`src/lpc_pkg.sv`:
```
package lpc_pkg;

  // ----------------------------------------------------------------
  // bus geometry
  // ----------------------------------------------------------------
  localparam int ADDR_W = 16;
  localparam int DATA_W = 32;
  localparam int REG_W = 16;

  // ----------------------------------------------------------------
  // register byte addresses
  // ----------------------------------------------------------------
  localparam logic [ADDR_W-1:0] RTC_POWER_MANAGEMENT_ADDR = 16'h1930;
  localparam logic [ADDR_W-1:0] REGULATOR_CONTROL_ADDR = 16'h7004;
  localparam logic [ADDR_W-1:0] POWER_STATUS_ADDR = 16'h1934;

  // ----------------------------------------------------------------
  // rtc_power_management fields and reset values
  // ----------------------------------------------------------------
  localparam int RTC_CLOCK_OUTPUT_ENABLE_POS = 0;
  localparam int REGULATOR_SHUTDOWN_POS = 1;
  localparam int BANDGAP_SHUTDOWN_POS = 2;
  localparam int WAKE_PIN_DIRECTION_POS = 3;
  localparam int WAKE_PIN_OUTPUT_VALUE_POS = 4;
  localparam logic RTC_CLOCK_OUTPUT_ENABLE_RST = 1'h0;
  localparam logic REGULATOR_SHUTDOWN_RST = 1'h0;
  localparam logic BANDGAP_SHUTDOWN_RST = 1'h0;
  localparam logic WAKE_PIN_DIRECTION_RST = 1'h0;
  localparam logic WAKE_PIN_OUTPUT_VALUE_RST = 1'h1;

  // ----------------------------------------------------------------
  // regulator_control fields and reset values
  // ----------------------------------------------------------------
  localparam int USB_REGULATOR_ENABLE_POS = 0;
  localparam int CORE_VOLTAGE_SELECT_POS = 1;
  localparam logic CORE_VOLTAGE_SELECT_RST = 1'h0;
  localparam logic USB_REGULATOR_ENABLE_PRE = 1'h1;

  // ----------------------------------------------------------------
  // power_status fields
  // ----------------------------------------------------------------
  localparam int STATUS_READY_POS = 0;
  localparam int STATUS_DOWN_POS = 1;
  localparam int STATUS_CHARGE_POS = 2;
  localparam int STATUS_CORE_STRAP_POS = 3;
  localparam int STATUS_CLK_STRAP_POS = 4;

  // ----------------------------------------------------------------
  // timing
  // ----------------------------------------------------------------
  localparam longint CLK_HZ = 64'd20_000_000;
  localparam longint BG_CHARGE_MS = 64'd100;
  localparam int BG_CHARGE_CYCLES = int'((CLK_HZ * BG_CHARGE_MS) / 1000);
  localparam int SYNC_STAGES = 2;
  localparam logic [1:0] STRAP_SETTLE = 2'h2;

  // ----------------------------------------------------------------
  // types
  // ----------------------------------------------------------------
  typedef enum logic [2:0] {
    PWR_ON = 3'h1,
    PWR_DOWN = 3'h2,
    PWR_CHARGE = 3'h4
  } lpc_pwr_e;

  typedef struct packed {
    logic wake_in;
    logic rtc_alarm;
    logic core_regulator_disable_strap;
    logic clock_source_strap;
  } lpc_pins_s;

  typedef struct packed {
    logic analog_regulator;
    logic core_regulator;
    logic usb_regulator;
    logic bandgap;
    logic analog_por;
  } lpc_enables_s;

endpackage

```
`src/lpc_delay.sv`:
```
module lpc_delay
  import lpc_pkg::*;
#(
  parameter int CYCLES = BG_CHARGE_CYCLES
) (
  input wire logic pclk,
  input wire logic presetn,
  input wire logic start,
  output logic busy
);

  // ----------------------------------------------------------------
  // one-shot down counter, restart reloads
  // ----------------------------------------------------------------
  localparam int CW = $clog2(CYCLES + 1);
  logic [CW-1:0] remaining;

  always_ff @(posedge pclk or negedge presetn) begin
    if (!presetn) begin
      remaining <= '0;
    end else if (start) begin
      remaining <= CW'(CYCLES);
    end else if (remaining != '0) begin
      remaining <= remaining - CW'(1);
    end
  end

  assign busy = (remaining != '0);

endmodule

```
`src/lpc_power_control_regs.sv`:
```
// Summary of operation
// RULE1: either shutdown bit turns analog, core and usb regulators off.
// RULE2: analog regulator is on unless a shutdown bit is set.
// RULE3: bit 2 shuts regulators, analog reset and bandgap.
// RULE4: bit 1 shuts regulators and analog reset, bandgap stays on.
// RULE5: wake pin high or rtc alarm restores regulators after shutdown.
// RULE6: power cycling claim conflicts; wake events clear shutdown here.
// RULE7: after bandgap shutdown wait 100 ms before regulators are ready.
// RULE8: software avoids shutdown bits when regulators are bypassed.
// RULE9: core regulator off and output floating while disable strap high.
// RULE10: core voltage select bit 1, reset 0, 0=1.3 V 1=1.05 V.
// RULE11: usb enable resets to inverse of sampled clock source strap.
// RULE12: clock source strap low makes usb enable writes of 0 ignored.
// RULE13: strap high lets software switch usb regulator freely.
// RULE14: wake output value bit 4, reset 1, 0 pulls pin low.
// RULE15: wake direction bit 3, reset 0, 0 input, 1 open-drain output.
// RULE16: software keeps wake direction as input to wake from idle.
// RULE17: rtc clock output enable bit 0, reset 0.
// RULE18: reserved upper bits read zero and ignore writes.
module lpc_power_control_regs
  import lpc_pkg::*;
#(
  parameter int BG_CHARGE_WAIT = BG_CHARGE_CYCLES
) (
  input wire logic pclk,
  input wire logic presetn,
  input wire logic psel,
  input wire logic penable,
  input wire logic pwrite,
  input wire logic [ADDR_W-1:0] paddr,
  input wire logic [DATA_W-1:0] pwdata,
  input wire logic [3:0] pstrb,
  output logic [DATA_W-1:0] prdata,
  output logic pready,
  output logic pslverr,
  input wire lpc_pins_s pins,
  output logic wake_pin_o,
  output logic wake_pin_oe,
  output lpc_enables_s enables,
  output logic core_regulator_output_oe,
  output logic usb_regulator_output_oe,
  output logic core_voltage_select,
  output logic rtc_clock_output_enable,
  output logic regulators_ready
);

  // ----------------------------------------------------------------
  // pin synchronisation
  // ----------------------------------------------------------------
  lpc_pins_s pins_sync;
  logic [3:0] pins_sync_bits;

  lpc_sync #(
    .W(4)
  ) u_sync (
    .pclk(pclk),
    .presetn(presetn),
    .async_in(pins),
    .sync_out(pins_sync_bits)
  );

  assign pins_sync = lpc_pins_s'(pins_sync_bits);

  // ----------------------------------------------------------------
  // register storage
  // ----------------------------------------------------------------
  logic clk_out_en;
  logic reg_shutdown;
  logic bg_shutdown;
  logic wake_dir;
  logic wake_dout;
  logic core_vsel;
  logic usb_en;
  logic strap_taken;
  logic [1:0] settle_cnt;
  logic alarm_prev;
  lpc_pwr_e pwr_state;
  lpc_pwr_e next_pwr_state;
  logic charge_start;
  logic charge_busy;

  // ----------------------------------------------------------------
  // bus decode
  // ----------------------------------------------------------------
  function automatic logic addr_hit(input logic [ADDR_W-1:0] a);
    addr_hit = (a == RTC_POWER_MANAGEMENT_ADDR) ||
               (a == REGULATOR_CONTROL_ADDR) ||
               (a == POWER_STATUS_ADDR);
  endfunction

  // byte-lane merge of a 16-bit register with pstrb
  function automatic logic [REG_W-1:0] merge(
    input logic [REG_W-1:0] old,
    input logic [DATA_W-1:0] wd,
    input logic [3:0] strb
  );
    merge = old;
    if (strb[0]) begin
      merge[7:0] = wd[7:0];
    end
    if (strb[1]) begin
      merge[15:8] = wd[15:8];
    end
  endfunction

  logic access;
  logic wr_pm;
  logic wr_rc;
  logic [REG_W-1:0] pm_view;
  logic [REG_W-1:0] rc_view;
  logic [REG_W-1:0] st_view;
  logic [REG_W-1:0] pm_wr;
  logic [REG_W-1:0] rc_wr;

  // zero wait states: every access completes in its first access cycle
  assign pready = 1'b1;
  assign access = psel && penable;
  assign pslverr = access && !addr_hit(paddr);
  assign wr_pm = access && pwrite && (paddr == RTC_POWER_MANAGEMENT_ADDR);
  assign wr_rc = access && pwrite && (paddr == REGULATOR_CONTROL_ADDR);
  assign pm_wr = merge(pm_view, pwdata, pstrb);
  assign rc_wr = merge(rc_view, pwdata, pstrb);

  // ----------------------------------------------------------------
  // register read views
  // ----------------------------------------------------------------
  always_comb begin
    pm_view = '0; // [RULE18]
    pm_view[RTC_CLOCK_OUTPUT_ENABLE_POS] = clk_out_en;
    pm_view[REGULATOR_SHUTDOWN_POS] = reg_shutdown;
    pm_view[BANDGAP_SHUTDOWN_POS] = bg_shutdown;
    pm_view[WAKE_PIN_DIRECTION_POS] = wake_dir;
    pm_view[WAKE_PIN_OUTPUT_VALUE_POS] = wake_dout;
  end

  always_comb begin
    rc_view = '0; // [RULE18]
    rc_view[USB_REGULATOR_ENABLE_POS] = usb_en;
    rc_view[CORE_VOLTAGE_SELECT_POS] = core_vsel;
  end

  always_comb begin
    st_view = '0;
    st_view[STATUS_READY_POS] = regulators_ready;
    st_view[STATUS_DOWN_POS] = (pwr_state == PWR_DOWN);
    st_view[STATUS_CHARGE_POS] = (pwr_state == PWR_CHARGE);
    st_view[STATUS_CORE_STRAP_POS] = pins_sync.core_regulator_disable_strap;
    st_view[STATUS_CLK_STRAP_POS] = pins_sync.clock_source_strap;
  end

  // read data is latched in the setup cycle so it is stable in access
  always_ff @(posedge pclk or negedge presetn) begin
    if (!presetn) begin
      prdata <= '0;
    end else if (psel && !penable && !pwrite) begin
      case (paddr)
        RTC_POWER_MANAGEMENT_ADDR: prdata <= {16'h0000, pm_view};
        REGULATOR_CONTROL_ADDR: prdata <= {16'h0000, rc_view};
        POWER_STATUS_ADDR: prdata <= {16'h0000, st_view};
        default: prdata <= '0;
      endcase
    end
  end

  // ----------------------------------------------------------------
  // wake events
  // ----------------------------------------------------------------
  logic wake_event;
  logic alarm_rise;

  // alarm is taken on its rising edge, wake pin as a level
  always_ff @(posedge pclk or negedge presetn) begin
    if (!presetn) begin
      alarm_prev <= 1'b0;
    end else begin
      alarm_prev <= pins_sync.rtc_alarm;
    end
  end

  assign alarm_rise = pins_sync.rtc_alarm && !alarm_prev;
  // pin only wakes while configured as an input
  assign wake_event = (!wake_dir && pins_sync.wake_in) || alarm_rise; // [RULE5] [RULE16]

  // ----------------------------------------------------------------
  // rtc_power_management bits
  // ----------------------------------------------------------------
  always_ff @(posedge pclk or negedge presetn) begin
    if (!presetn) begin
      clk_out_en <= RTC_CLOCK_OUTPUT_ENABLE_RST; // [RULE17]
      wake_dir <= WAKE_PIN_DIRECTION_RST; // [RULE15]
      wake_dout <= WAKE_PIN_OUTPUT_VALUE_RST; // [RULE14]
    end else if (wr_pm) begin
      clk_out_en <= pm_wr[RTC_CLOCK_OUTPUT_ENABLE_POS]; // [RULE17]
      wake_dir <= pm_wr[WAKE_PIN_DIRECTION_POS]; // [RULE15]
      wake_dout <= pm_wr[WAKE_PIN_OUTPUT_VALUE_POS]; // [RULE14]
    end
  end

  // wake clears the shutdown bits; a software set in the same cycle wins
  always_ff @(posedge pclk or negedge presetn) begin
    if (!presetn) begin
      reg_shutdown <= REGULATOR_SHUTDOWN_RST;
      bg_shutdown <= BANDGAP_SHUTDOWN_RST;
    end else begin
      if (wr_pm) begin
        reg_shutdown <= pm_wr[REGULATOR_SHUTDOWN_POS]; // [RULE4]
        bg_shutdown <= pm_wr[BANDGAP_SHUTDOWN_POS]; // [RULE3]
      end
      if (wake_event && pwr_state == PWR_DOWN) begin
        if (!(wr_pm && pm_wr[REGULATOR_SHUTDOWN_POS])) begin
          reg_shutdown <= 1'b0; // [RULE6]
        end
        if (!(wr_pm && pm_wr[BANDGAP_SHUTDOWN_POS])) begin
          bg_shutdown <= 1'b0; // [RULE6]
        end
      end
    end
  end

  // ----------------------------------------------------------------
  // power state
  // ----------------------------------------------------------------
  logic bg_was_down;

  always_comb begin
    next_pwr_state = pwr_state;
    charge_start = 1'b0;
    case (pwr_state)
      PWR_ON: begin
        if (reg_shutdown || bg_shutdown) begin
          next_pwr_state = PWR_DOWN; // [RULE1]
        end
      end
      PWR_DOWN: begin
        if (wake_event) begin
          if (bg_was_down) begin
            next_pwr_state = PWR_CHARGE; // [RULE7]
            charge_start = 1'b1;
          end else begin
            next_pwr_state = PWR_ON; // [RULE5]
          end
        end
      end
      PWR_CHARGE: begin
        if (reg_shutdown || bg_shutdown) begin
          next_pwr_state = PWR_DOWN;
        end else if (!charge_busy) begin
          next_pwr_state = PWR_ON;
        end
      end
      default: next_pwr_state = PWR_ON;
    endcase
  end

  always_ff @(posedge pclk or negedge presetn) begin
    if (!presetn) begin
      pwr_state <= PWR_ON;
    end else begin
      pwr_state <= next_pwr_state;
    end
  end

  // remembers whether the bandgap itself went down in this shutdown
  always_ff @(posedge pclk or negedge presetn) begin
    if (!presetn) begin
      bg_was_down <= 1'b0;
    end else if (pwr_state != PWR_DOWN) begin
      bg_was_down <= 1'b0;
    end else if (bg_shutdown) begin
      bg_was_down <= 1'b1; // [RULE3]
    end
  end

  lpc_delay #(
    .CYCLES(BG_CHARGE_WAIT)
  ) u_charge (
    .pclk(pclk),
    .presetn(presetn),
    .start(charge_start),
    .busy(charge_busy)
  );

  // ----------------------------------------------------------------
  // regulator_control bits
  // ----------------------------------------------------------------
  // strap is caught once the synchroniser has settled after release;
  // until then usb stays on, the safe side for a usb-clocked system
  always_ff @(posedge pclk or negedge presetn) begin
    if (!presetn) begin
      settle_cnt <= '0;
      strap_taken <= 1'b0;
    end else if (!strap_taken) begin
      if (settle_cnt == STRAP_SETTLE) begin
        strap_taken <= 1'b1;
      end else begin
        settle_cnt <= settle_cnt + 2'h1;
      end
    end
  end

  always_ff @(posedge pclk or negedge presetn) begin
    if (!presetn) begin
      core_vsel <= CORE_VOLTAGE_SELECT_RST; // [RULE10]
    end else if (wr_rc) begin
      core_vsel <= rc_wr[CORE_VOLTAGE_SELECT_POS]; // [RULE10]
    end
  end

  always_ff @(posedge pclk or negedge presetn) begin
    if (!presetn) begin
      usb_en <= USB_REGULATOR_ENABLE_PRE;
    end else if (!strap_taken) begin
      if (settle_cnt == STRAP_SETTLE) begin
        usb_en <= !pins_sync.clock_source_strap; // [RULE11]
      end
    end else if (!pins_sync.clock_source_strap) begin
      usb_en <= 1'b1; // [RULE12]
    end else if (wr_rc) begin
      usb_en <= rc_wr[USB_REGULATOR_ENABLE_POS]; // [RULE13]
    end
  end

  // ----------------------------------------------------------------
  // outputs
  // ----------------------------------------------------------------
  logic regs_off;

  assign regs_off = (pwr_state == PWR_DOWN); // [RULE1]

  always_comb begin
    enables.analog_regulator = !regs_off; // [RULE2]
    enables.core_regulator = !regs_off &&
      !pins_sync.core_regulator_disable_strap; // [RULE9]
    enables.usb_regulator = !regs_off && usb_en; // [RULE13]
    enables.analog_por = !regs_off; // [RULE4]
    enables.bandgap = !(regs_off && bg_was_down) && !bg_shutdown; // [RULE3]
  end

  // output enable low means the regulator pin floats
  assign core_regulator_output_oe = enables.core_regulator; // [RULE9]
  assign usb_regulator_output_oe = enables.usb_regulator; // [RULE13]
  assign core_voltage_select = core_vsel; // [RULE10]
  assign rtc_clock_output_enable = clk_out_en; // [RULE17]
  assign regulators_ready = (pwr_state == PWR_ON); // [RULE7]

  // open drain: drives low only as an output with value 0
  assign wake_pin_o = 1'b0;
  assign wake_pin_oe = wake_dir && !wake_dout; // [RULE14] [RULE15]

endmodule

```
`src/lpc_sync.sv`:
```
module lpc_sync
  import lpc_pkg::*;
#(
  parameter int W = 4
) (
  input wire logic pclk,
  input wire logic presetn,
  input wire logic [W-1:0] async_in,
  output logic [W-1:0] sync_out
);

  // ----------------------------------------------------------------
  // two-stage synchroniser; first stage feeds only the second
  // ----------------------------------------------------------------
  logic [W-1:0] stage1;

  always_ff @(posedge pclk or negedge presetn) begin
    if (!presetn) begin
      stage1 <= '0;
      sync_out <= '0;
    end else begin
      stage1 <= async_in;
      sync_out <= stage1;
    end
  end

endmodule

```
`config.mk`:
```
export PLATFORM = sky130hd
export DESIGN_NAME = lpc_power_control_regs
export DESIGN_NICKNAME = d
export VERILOG_FILES = /design/src/lpc_pkg.sv /design/src/lpc_delay.sv /design/src/lpc_power_control_regs.sv /design/src/lpc_sync.sv
export SDC_FILE = /design/constraint.sdc
export NUM_CORES = 1
export LEC_CHECK = 0
export ABC_AREA = 1
export BUFFER_PORTS_ARGS = -buffer_cell sky130_fd_sc_hd__clkbuf_2
export CORE_ASPECT_RATIO = 0.8
export CORE_MARGIN = 3
export CORE_UTILIZATION = 50
export DETAILED_ROUTE_END_ITERATION = 6
export GPL_TIMING_DRIVEN = 1
export PLACE_DENSITY = 0.8
export SLEW_MARGIN = 5
export SYNTH_ARGS = -nofsm -noshare
export SYNTH_HDL_FRONTEND = slang
export SYNTH_SLANG_ARGS = --single-unit
```
`constraint.sdc`:
```
create_clock -name pclk -period 1.9 [get_ports pclk]
set_input_delay 0.095 -clock pclk [delete_from_list [all_inputs] [get_ports pclk]]
set_output_delay 0.095 -clock pclk [all_outputs]
set_load 0.03 [all_outputs]
```
# ---- After elaboration in Yosys (flattened, before gate mapping)
# Cells that the tools add are included.
dict set report totals {
  output_inout_bits 46
  register_bits 76
  wordCells 102
}
dict set report op_classes {
  addsub 2
  bitwise 2
  n_eq_ne 13
  muxes 28
  reduce_logical 41
}
# cell n
set op_table {}
lappend op_table {{$mux 21} 2}
lappend op_table {{$eq 16x13->1 const B} 2}
lappend op_table {{$reduce_bool 21->1} 1}
lappend op_table {{$sub 21x1->21 const B} 1}
lappend op_table {{$mux 1} 18}
lappend op_table {{$mux 3} 6}
lappend op_table {{$logic_and 1x1->1} 17}
lappend op_table {{$eq 16x15->1 const B} 1}
lappend op_table {{$pmux 5 s3} 1}
lappend op_table {{$logic_not 1->1} 11}
lappend op_table {{$pmux 3 s3} 1}
lappend op_table {{$ne 3x2->1 const B} 2}
lappend op_table {{$ne 3x3->1 const B} 2}
lappend op_table {{$reduce_and 2->1} 3}
lappend op_table {{$reduce_and 3->1} 2}
lappend op_table {{$reduce_bool 2->1} 3}
lappend op_table {{$logic_or 1x1->1} 4}
lappend op_table {{$eq 3x1->1 const B} 1}
lappend op_table {{$eq 3x2->1 const B} 1}
lappend op_table {{$eq 3x3->1 const B} 1}
lappend op_table {{$add 2x1->2 const B} 1}
lappend op_table {{$eq 2x2->1 const B} 1}
lappend op_table {{$ne 2x1->1 const B} 1}
lappend op_table {{$ne 2x2->1 const B} 1}
lappend op_table {{$not 1->1} 2}

# ---- Longest topological paths before layout
# Gate-level depths: netlist (run 1).
dict set report depth {
  ltp_word 6
  ltp_mapped 10
}

# ---- By module
# From an unflattened synthesis (run 1), not the netlist that was laid out.
dict set report hier_totals {
  cells_unflattened 435
  area_unflattened_um2 3238.1
}
# mod area_per_inst_um2 n_inst seq_area_each_um2 cells_per_inst
set modules_own_cells {}
lappend modules_own_cells {lpc_power_control_regs 1575.3 1 504.2 222}
lappend modules_own_cells {lpc_delay 1462.7 1 525.5 205}
lappend modules_own_cells {lpc_sync 200.2 1 200.2 8}

# ---- Least setup slack after synthesis (run 1)
# OpenSTA, ideal clock, no wires.
dict set report synth_path {
  path_kind {register to register}
  startpoint {register u_charge.remaining[0]}
  endpoint {register u_charge.remaining[14]}
  setup_time_ns 0.117
  arrival_time_ns 1.358
  stages_incl_launch_ff 10
  setup_slack_ns 0.425
  path_cell_list {dfrtp_1 inv_1 ha_1 nand3_2 nor2_4 inv_1 nor2_1 nand2_1 nor2_1 nor2_1}
}
dict set report synth_via {
  elab_chain_len 3
  elab_cells_between_ends 5
  classes_between {add/sub (1); mux (2); reduce/logical (2)}
}
# item line
set synth_rtl {}
lappend synth_rtl {{from (decl)} lpc_delay.sv:16} ;# logic [CW-1:0] remaining;
lappend synth_rtl {{from (signal assigned)} lpc_delay.sv:22} ;# remaining <= CW'(CYCLES);
lappend synth_rtl {{from (signal assigned)} lpc_delay.sv:24} ;# remaining <= remaining - CW'(1);
lappend synth_rtl {{$sub 21x1->21} lpc_delay.sv:24}
lappend synth_rtl {{$mux 21} lpc_delay.sv:23} ;# end else if (remaining != '0) begin
lappend synth_rtl {{$mux 21} lpc_delay.sv:21} ;# end else if (start) begin
# Parallel ways exist; a longest one is shown, timed or not. The select of a mux whose other input is x is not followed.
# A chain may end at the register's enable or synchronous reset.

# ---- Final worst setup path (run 1)
# Same ends and word-level chain as after synthesis.

==> qor.yml, run 1 <==
status: "complete, no violations"
min_path_cells: 3
core_sq_mm: 0.005645
synth_compound_area_frac: 0.05354
leakage_uw: 0.001814
cp.arrival_ns: 1.90
utilization: 0.6022
cts_max_level: 2
nNetsFinal: 528
maxClockFrequency_mhz: 593.7
synth_adder_area_share: 0.01236
fillCellCount: 529
rr_worst_depth: 9
clkSinkCount: 49
cts_buffers: 5
peakVddDrop_mv: 0.6459
r2r_start: "u_charge.remaining[0]"
placedInstanceArea_sq_mm: 0.003252
pin_count: 107
dp_slack_ns: 0.2598
seq_power_share: 0.460
detail_route.drc_violations: 0
areaGrowthSynthToFinish_pct: 11.90
postLayoutCellArea_sq_mm: 0.003400
path_class: "reg -> reg"
path_clk_slew_ns: 0.10
post-cts-setup-buffers: 0
clkPwrFrac: 0.207
dp_hpwl_um: 4986
hold_path_class: "in -> reg"
finClkSkew_ns: 0.008452
grt_overflow: 0
syn_inst: 408
min_to: "core_voltage_select"
tightest_slew_ns: 0.5879
p_comb_frac: 0.333
vias_per_cell: 4.810
grt_use_total: 0.1887
initial_core_util: 0.5381
num_vias: 2612
drt-pass1-iter-count: 4
root_buffer: "clkbuf_8"
critical_path.startpoint: "u_charge.remaining[0]"
rows: 24
cts_buffer_depth: 2
grt_pass1_wl_um: 10520
synth.distinct_cells: 30
synth_top_family_by_area: "simple AND/OR/NAND/NOR gates"
yosys.area_share.simple: 0.3591
final_cell_mix: "nand2_1, nor2_1, inv_1"
routed_wl_um: 6194
p_total_uw: 3205
synth-seq-area-share: 0.4049
portBuffers: 47
rsz0062_at_grt: "no"
cts_tree: "yes"
critical_path_required_ns: 2.11
p_int_uw: 1887
post_drt_wl_per_cell_um: 11.41
switching_power_uw: 1318
fin_crit_ns: 1.684
r2r_slack_ns: 0.22
avgSynthCellArea_sq_um: 7.446
period_share: 0.8865
clkLatencyLatePin_ns: 0.31
report.final.hold_viol_count: 0
yosysWarnings: 0
cts-resized-gates: 0
r2r_end: "u_charge.remaining[14]"
die_y_um: 75.72
drv_slew: 0
final_common_cell: "nand2_1"
grt_max_degree: 28
synth-xor-area-share: 0.01153
cp-start-kind: "flip-flop"
antenna_found_initial: 0
cp-end-kind: "flip-flop"
max_cap_violations: 0
maxSlewHeadroom: 0.6080
netlist_area_sq_mm: 0.003038
synthMuxAreaShare: 0
gp_congestion: 0.8873
tns_ns: 0
drive_gt1_frac: 0.1892
worstPathMaxFanout: 7
cellPowerDensity_mw_per_mm2: 942.7
seq_area_sq_mm: 0.001230
setup_viol: 0
antenna_cells: 0
ys_ff_latch: 49
final.setup.worst_slack_ns: 0.2157
min_from: "pwdata[1]"
fp.dieW_um: 93.15
drt_iter0_drc: 163
fp.dieArea_sq_mm: 0.007053
multi_input_comb_area_sq_mm: 0.001435
grt_pass1_vias: 2381
switching_share: 0.4113
drtAntennaViolNets: 0
==> state kept, by name, summed over array words and instances (netlist names), 2 cells and up <==
register and flops:
u_charge.remaining 21, u_sync.sync_out 4, prdata 5, settle_cnt 2
u_sync.stage1 4, pwr_state 3
==> final cells by class <==
class                      instances  share of cell area
sequential                        49              0.3618
clock inverter                     3            0.008465
multi-input combinational        296              0.4222
timing repair buffer              55             0.09422
inverter                          57             0.06441
tap                               78             0.02871
clock buffer                       5             0.02024
==> critical path, cell delays in order (launching register included) <==
cell     delay, ns
dfrtp_1       0.42
inv_1         0.13
ha_1          0.17
inv_1         0.06
nor3_1        0.27
nand3_2       0.22
nand2_1       0.17
nand2_1       0.06
nand2_1       0.05
nor2_1        0.04
==> worst max path at each step <==
stage	endpoint	cells past startpoint
detailed placement	u_charge.remaining[18]	9
floorplan	u_charge.remaining[14]	9
global route	u_charge.remaining[14]	9
finish	u_charge.remaining[14]	9
CTS	u_charge.remaining[14]	9
global placement	u_charge.remaining[14]	9
==> cells in the mapped netlist <==
master / instances / area share
nand3_4: 1 / 0.0058
o21ai_1: 1 / 0.0016
dfrtp_1: 46 / 0.38
buf_8: 1 / 0.0049
nor3_1: 4 / 0.0066
nor2_2: 6 / 0.012
nor3_2: 1 / 0.0033
nand4_1: 7 / 0.014
inv_1: 55 / 0.068
conb_1: 2 / 0.0025
inv_6: 1 / 0.0029
xor2_1: 4 / 0.012
nand3_1: 43 / 0.071
nor2_4: 7 / 0.026
a21oi_1: 8 / 0.013
nor2_8: 1 / 0.0066
o21bai_1: 3 / 0.0074
a21o_1: 2 / 0.0049
o21ai_0: 16 / 0.026
dfstp_2: 3 / 0.026
nand3_2: 2 / 0.0066
nor3_4: 1 / 0.0054
buf_4: 32 / 0.079
nand3b_1: 2 / 0.0049
or2_2: 2 / 0.0041
nand2_1: 93 / 0.11
nor2_1: 56 / 0.069
inv_2: 1 / 0.0012
ha_1: 3 / 0.012
nand2_2: 4 / 0.0082
==> metal layers <==
metal  up-vias  track usage  share of wire
met3         7      0.03356          0.055
li1       1327            -              -
met1      1202       0.2542           0.47
met2        76       0.3200           0.47
met5         -            0              0
met4         0      0.05041         0.0090
==> power by group through the flow <==
stage | Sequential (uW) | Combinational [uW] | Clock [uW]
CTS | 1470 | 1070 | 683
finish | 1470 | 1070 | 664
floorplan | 1430 | 882 | 0
global route | 1510 | 1210 | 728
global placement | 1480 | 1030 | 0
detailed placement | 1480 | 1060 | 0
==> what timing repair did <==
action / CTS / global route
hold buffers: 5 / 0
hold endpoints to repair: 24 / 0
endpoints found under the setup margin: 0 / 0
==> kinds of logic (layout without fill, tap and decap cells) <==
kind of cell               count (synthesis)  after routing
adders and majority gates                  3              3
buffers and inverters                     90            120
and+or+nand+nor                          230            230
other                                      2             29
xor gates and xnor gates                   4              4
DFF                                       49             49
AOI/OAI and AO/OA                         30             30
==> through the flow <==
stage	instances	hold slack, ns
6_report	543	0.04266
5_1_grt	543	0.05317
4_1_cts	543	0.03307
3_5_place_dp	530	0.1266
3_3_place_gp	530	0.1215
2_1_floorplan	435	-0.2006
No activity file was read; power rests on OpenSTA's default activity.
==> inputs of run 2 (changes only) <==
--- a/config.mk
+++ b/config.mk
@@ -6,12 +6,14 @@
 export NUM_CORES = 1
 export LEC_CHECK = 0
 export ABC_AREA = 1
-export BUFFER_PORTS_ARGS = -buffer_cell sky130_fd_sc_hd__clkbuf_2
+export BUFFER_PORTS_ARGS = -buffer_cell sky130_fd_sc_hd__buf_2
 export CORE_ASPECT_RATIO = 0.8
 export CORE_MARGIN = 3
 export CORE_UTILIZATION = 50
+export CTS_CLUSTER_SIZE = 28
 export DETAILED_ROUTE_END_ITERATION = 6
 export GPL_TIMING_DRIVEN = 1
+export HOLD_SLACK_MARGIN = 0.12
 export PLACE_DENSITY = 0.8
 export SLEW_MARGIN = 5
 export SYNTH_ARGS = -nofsm -noshare
==> run 2 against run 1 <==
Worst setup slack lost 0.0016 ns. Critical path type unchanged. Largest power group unchanged. Non-clock buffer count grew 5. Critical path depth is the same. Clock skew grew 0.0049 ns.
==> qor.yml, run 2 (synthesis gave the netlist of run 1 again) <==
status: "complete, no violations"
cp.arrival_ns: 1.91  # about the same
post-cts-setup-buffers: 0  # unchanged
finClkSkew_ns: 0.01337  # +0.004914 ns
areaGrowthSynthToFinish_pct: 13.96
cp-start-kind: "flip-flop"
min_from: "psel"
grt_pass1_vias: 2494  # +4.7%
hold_path_class: "in -> reg"
cts_buffers: 5  # unchanged
dp_cells: 529  # -0.19%
fin_crit_ns: 1.686  # +0.001591 ns
cts_tree: "yes"
drtAntennaViolNets: 0  # unchanged
drt-pass1-iter-count: 5  # +1
cellPowerDensity_mw_per_mm2: 930.5  # -1.3%
top_regs: "u_charge.remaining: 21 flops, prdata: 5 flops"
min_to: "prdata[0]"
min_path_cells: 4  # +1
met3_usage: 0.04146  # +0.007897
maxClockFrequency_mhz: 593.2  # about the same
drive_gt1_frac: 0.1872  # -0.002013
leakage_uw: 0.001829  # +0.83%
report.final.hold_viol_count: 0  # unchanged
hold_slack_ns: 0.1739  # +0.1313 ns
detail_route.drc_violations: 0  # unchanged
critical_path_required_ns: 2.12  # about the same
antenna_cells: 0  # unchanged
cts_buffer_depth: 2  # unchanged
grt_util_met2: 0.3328  # +0.01277
initial_core_util: 0.5381  # unchanged
post_drt_wl_per_cell_um: 11.67  # +2.3%
period_share: 0.8873  # about the same
drt_iter0_drc: 225  # +38%
max_cap_violations: 0  # unchanged
worstPathMaxFanout: 7  # unchanged
fin_cells: 548  # +0.92%
die_y_um: 75.72  # unchanged
use_met1: 0.2569  # +0.002642
path_clk_slew_ns: 0.09  # about the same
path_class: "reg -> reg"
rr_worst_depth: 9  # unchanged
cts_max_level: 2  # unchanged
r2r_end: "u_charge.remaining[10]"
grt_pass1_wl_um: 11010  # +4.7%
placedInstanceArea_sq_mm: 0.003244  # -0.23%
nNetsFinal: 533  # +0.95%
clkSinkCount: 49  # unchanged
dp_slack_ns: 0.2334  # -0.02635 ns
routed_wl_um: 6393  # +3.2%
r2r_start: "u_charge.remaining[0]"
clkLatencyLatePin_ns: 0.32  # about the same
largest_register_ffs: 21  # unchanged
num_vias: 2660  # +1.8%
vias_per_cell: 4.854  # +0.91%
dp_hpwl_um: 4958  # -0.56%
rsz0062_at_grt: "no"
gp_congestion: 0.8800  # -0.82%
fp.dieArea_sq_mm: 0.007053  # unchanged
grt_overflow: 0  # unchanged
drv_slew: 0  # unchanged
postLayoutCellArea_sq_mm: 0.003462  # +1.8%
top_register: "u_charge.remaining"
final_common_cell: "nand2_1"
r2r_slack_ns: 0.21  # about the same
core_sq_mm: 0.005645  # unchanged
peakVddDrop_mv: 0.4671  # -28%
tns_ns: 0  # unchanged
fp.dieW_um: 93.15  # unchanged
final.setup.worst_slack_ns: 0.2141  # -0.001591 ns
top_usage_layer: "met2"
antenna_found_initial: 0  # unchanged
rows: 24  # unchanged
root_buffer: "clkbuf_8"
setup_viol: 0  # unchanged
portBuffers: 47  # unchanged
pin_count: 107  # unchanged
cp-end-kind: "flip-flop"
grt_max_degree: 42  # +50%
final_cell_mix: "nand2_1, nor2_1, inv_1"
grt_use_total: 0.1983  # +0.009599
[run 2: worst max path at each step]
stage	start	end	slack, ns
after floorplan	u_charge.remaining[0]	u_charge.remaining[14]	0.43
after global placement	u_charge.remaining[0]	u_charge.remaining[14]	0.28
after detailed placement	u_charge.remaining[0]	u_charge.remaining[14]	0.23
after CTS	u_charge.remaining[0]	u_charge.remaining[14]	0.21
after global routing	u_charge.remaining[0]	u_charge.remaining[10]	0.07
final	u_charge.remaining[0]	u_charge.remaining[10]	0.21
[run 2: area by class of cell]
class                           count  area [sq um]
Fill cell                         496          2183
Multi-Input combinational cell    296          1440
Sequential cell                    49          1230
Timing Repair Buffer               60         372.9
Inverter                           57         219.0
Tap cell                           78         97.59
Clock buffer                        5         68.82
Clock inverter                      3         33.78
[run 2: stage by stage]
step	total power, uW	utilization
after floorplan	2312	-
after global placement	2505	0.5747
after detailed placement	2543	0.5747
after CTS	3232	0.6124
after global routing	3459	0.6133
final	3221	0.6133
[run 2: power breakdown]
group	internal (uW)	switching [uW]	total, uW
clock network	275	384	659
logic	365	724	1090
registers	1260	216	1470
[run 2: routing by layer]
layer / up-vias / wire length (um) / share of wire
met3: 11 / 512 / 0.080
met2: 117 / 2985 / 0.47
met5: - / 0 / 0
li1: 1335 / - / -
met1: 1197 / 2793 / 0.44
met4: 0 / 102 / 0.016
[run 2: worst max-delay path, stage by stage (launching register included)]
cell and delay [ns]:
dfrtp_1 0.41, inv_1 0.13, ha_1 0.17, inv_1 0.07, nor3_2 0.25, nand3_4 0.18, nor2_4 0.24, inv_2 0.04
nand2_1 0.06, inv_1 0.03
[run 2: timing repair]
action	CTS	global route
setup endpoints to repair	0	3
gates resized for setup	0	1
hold buffers	11	0
hold endpoints to repair	58	0
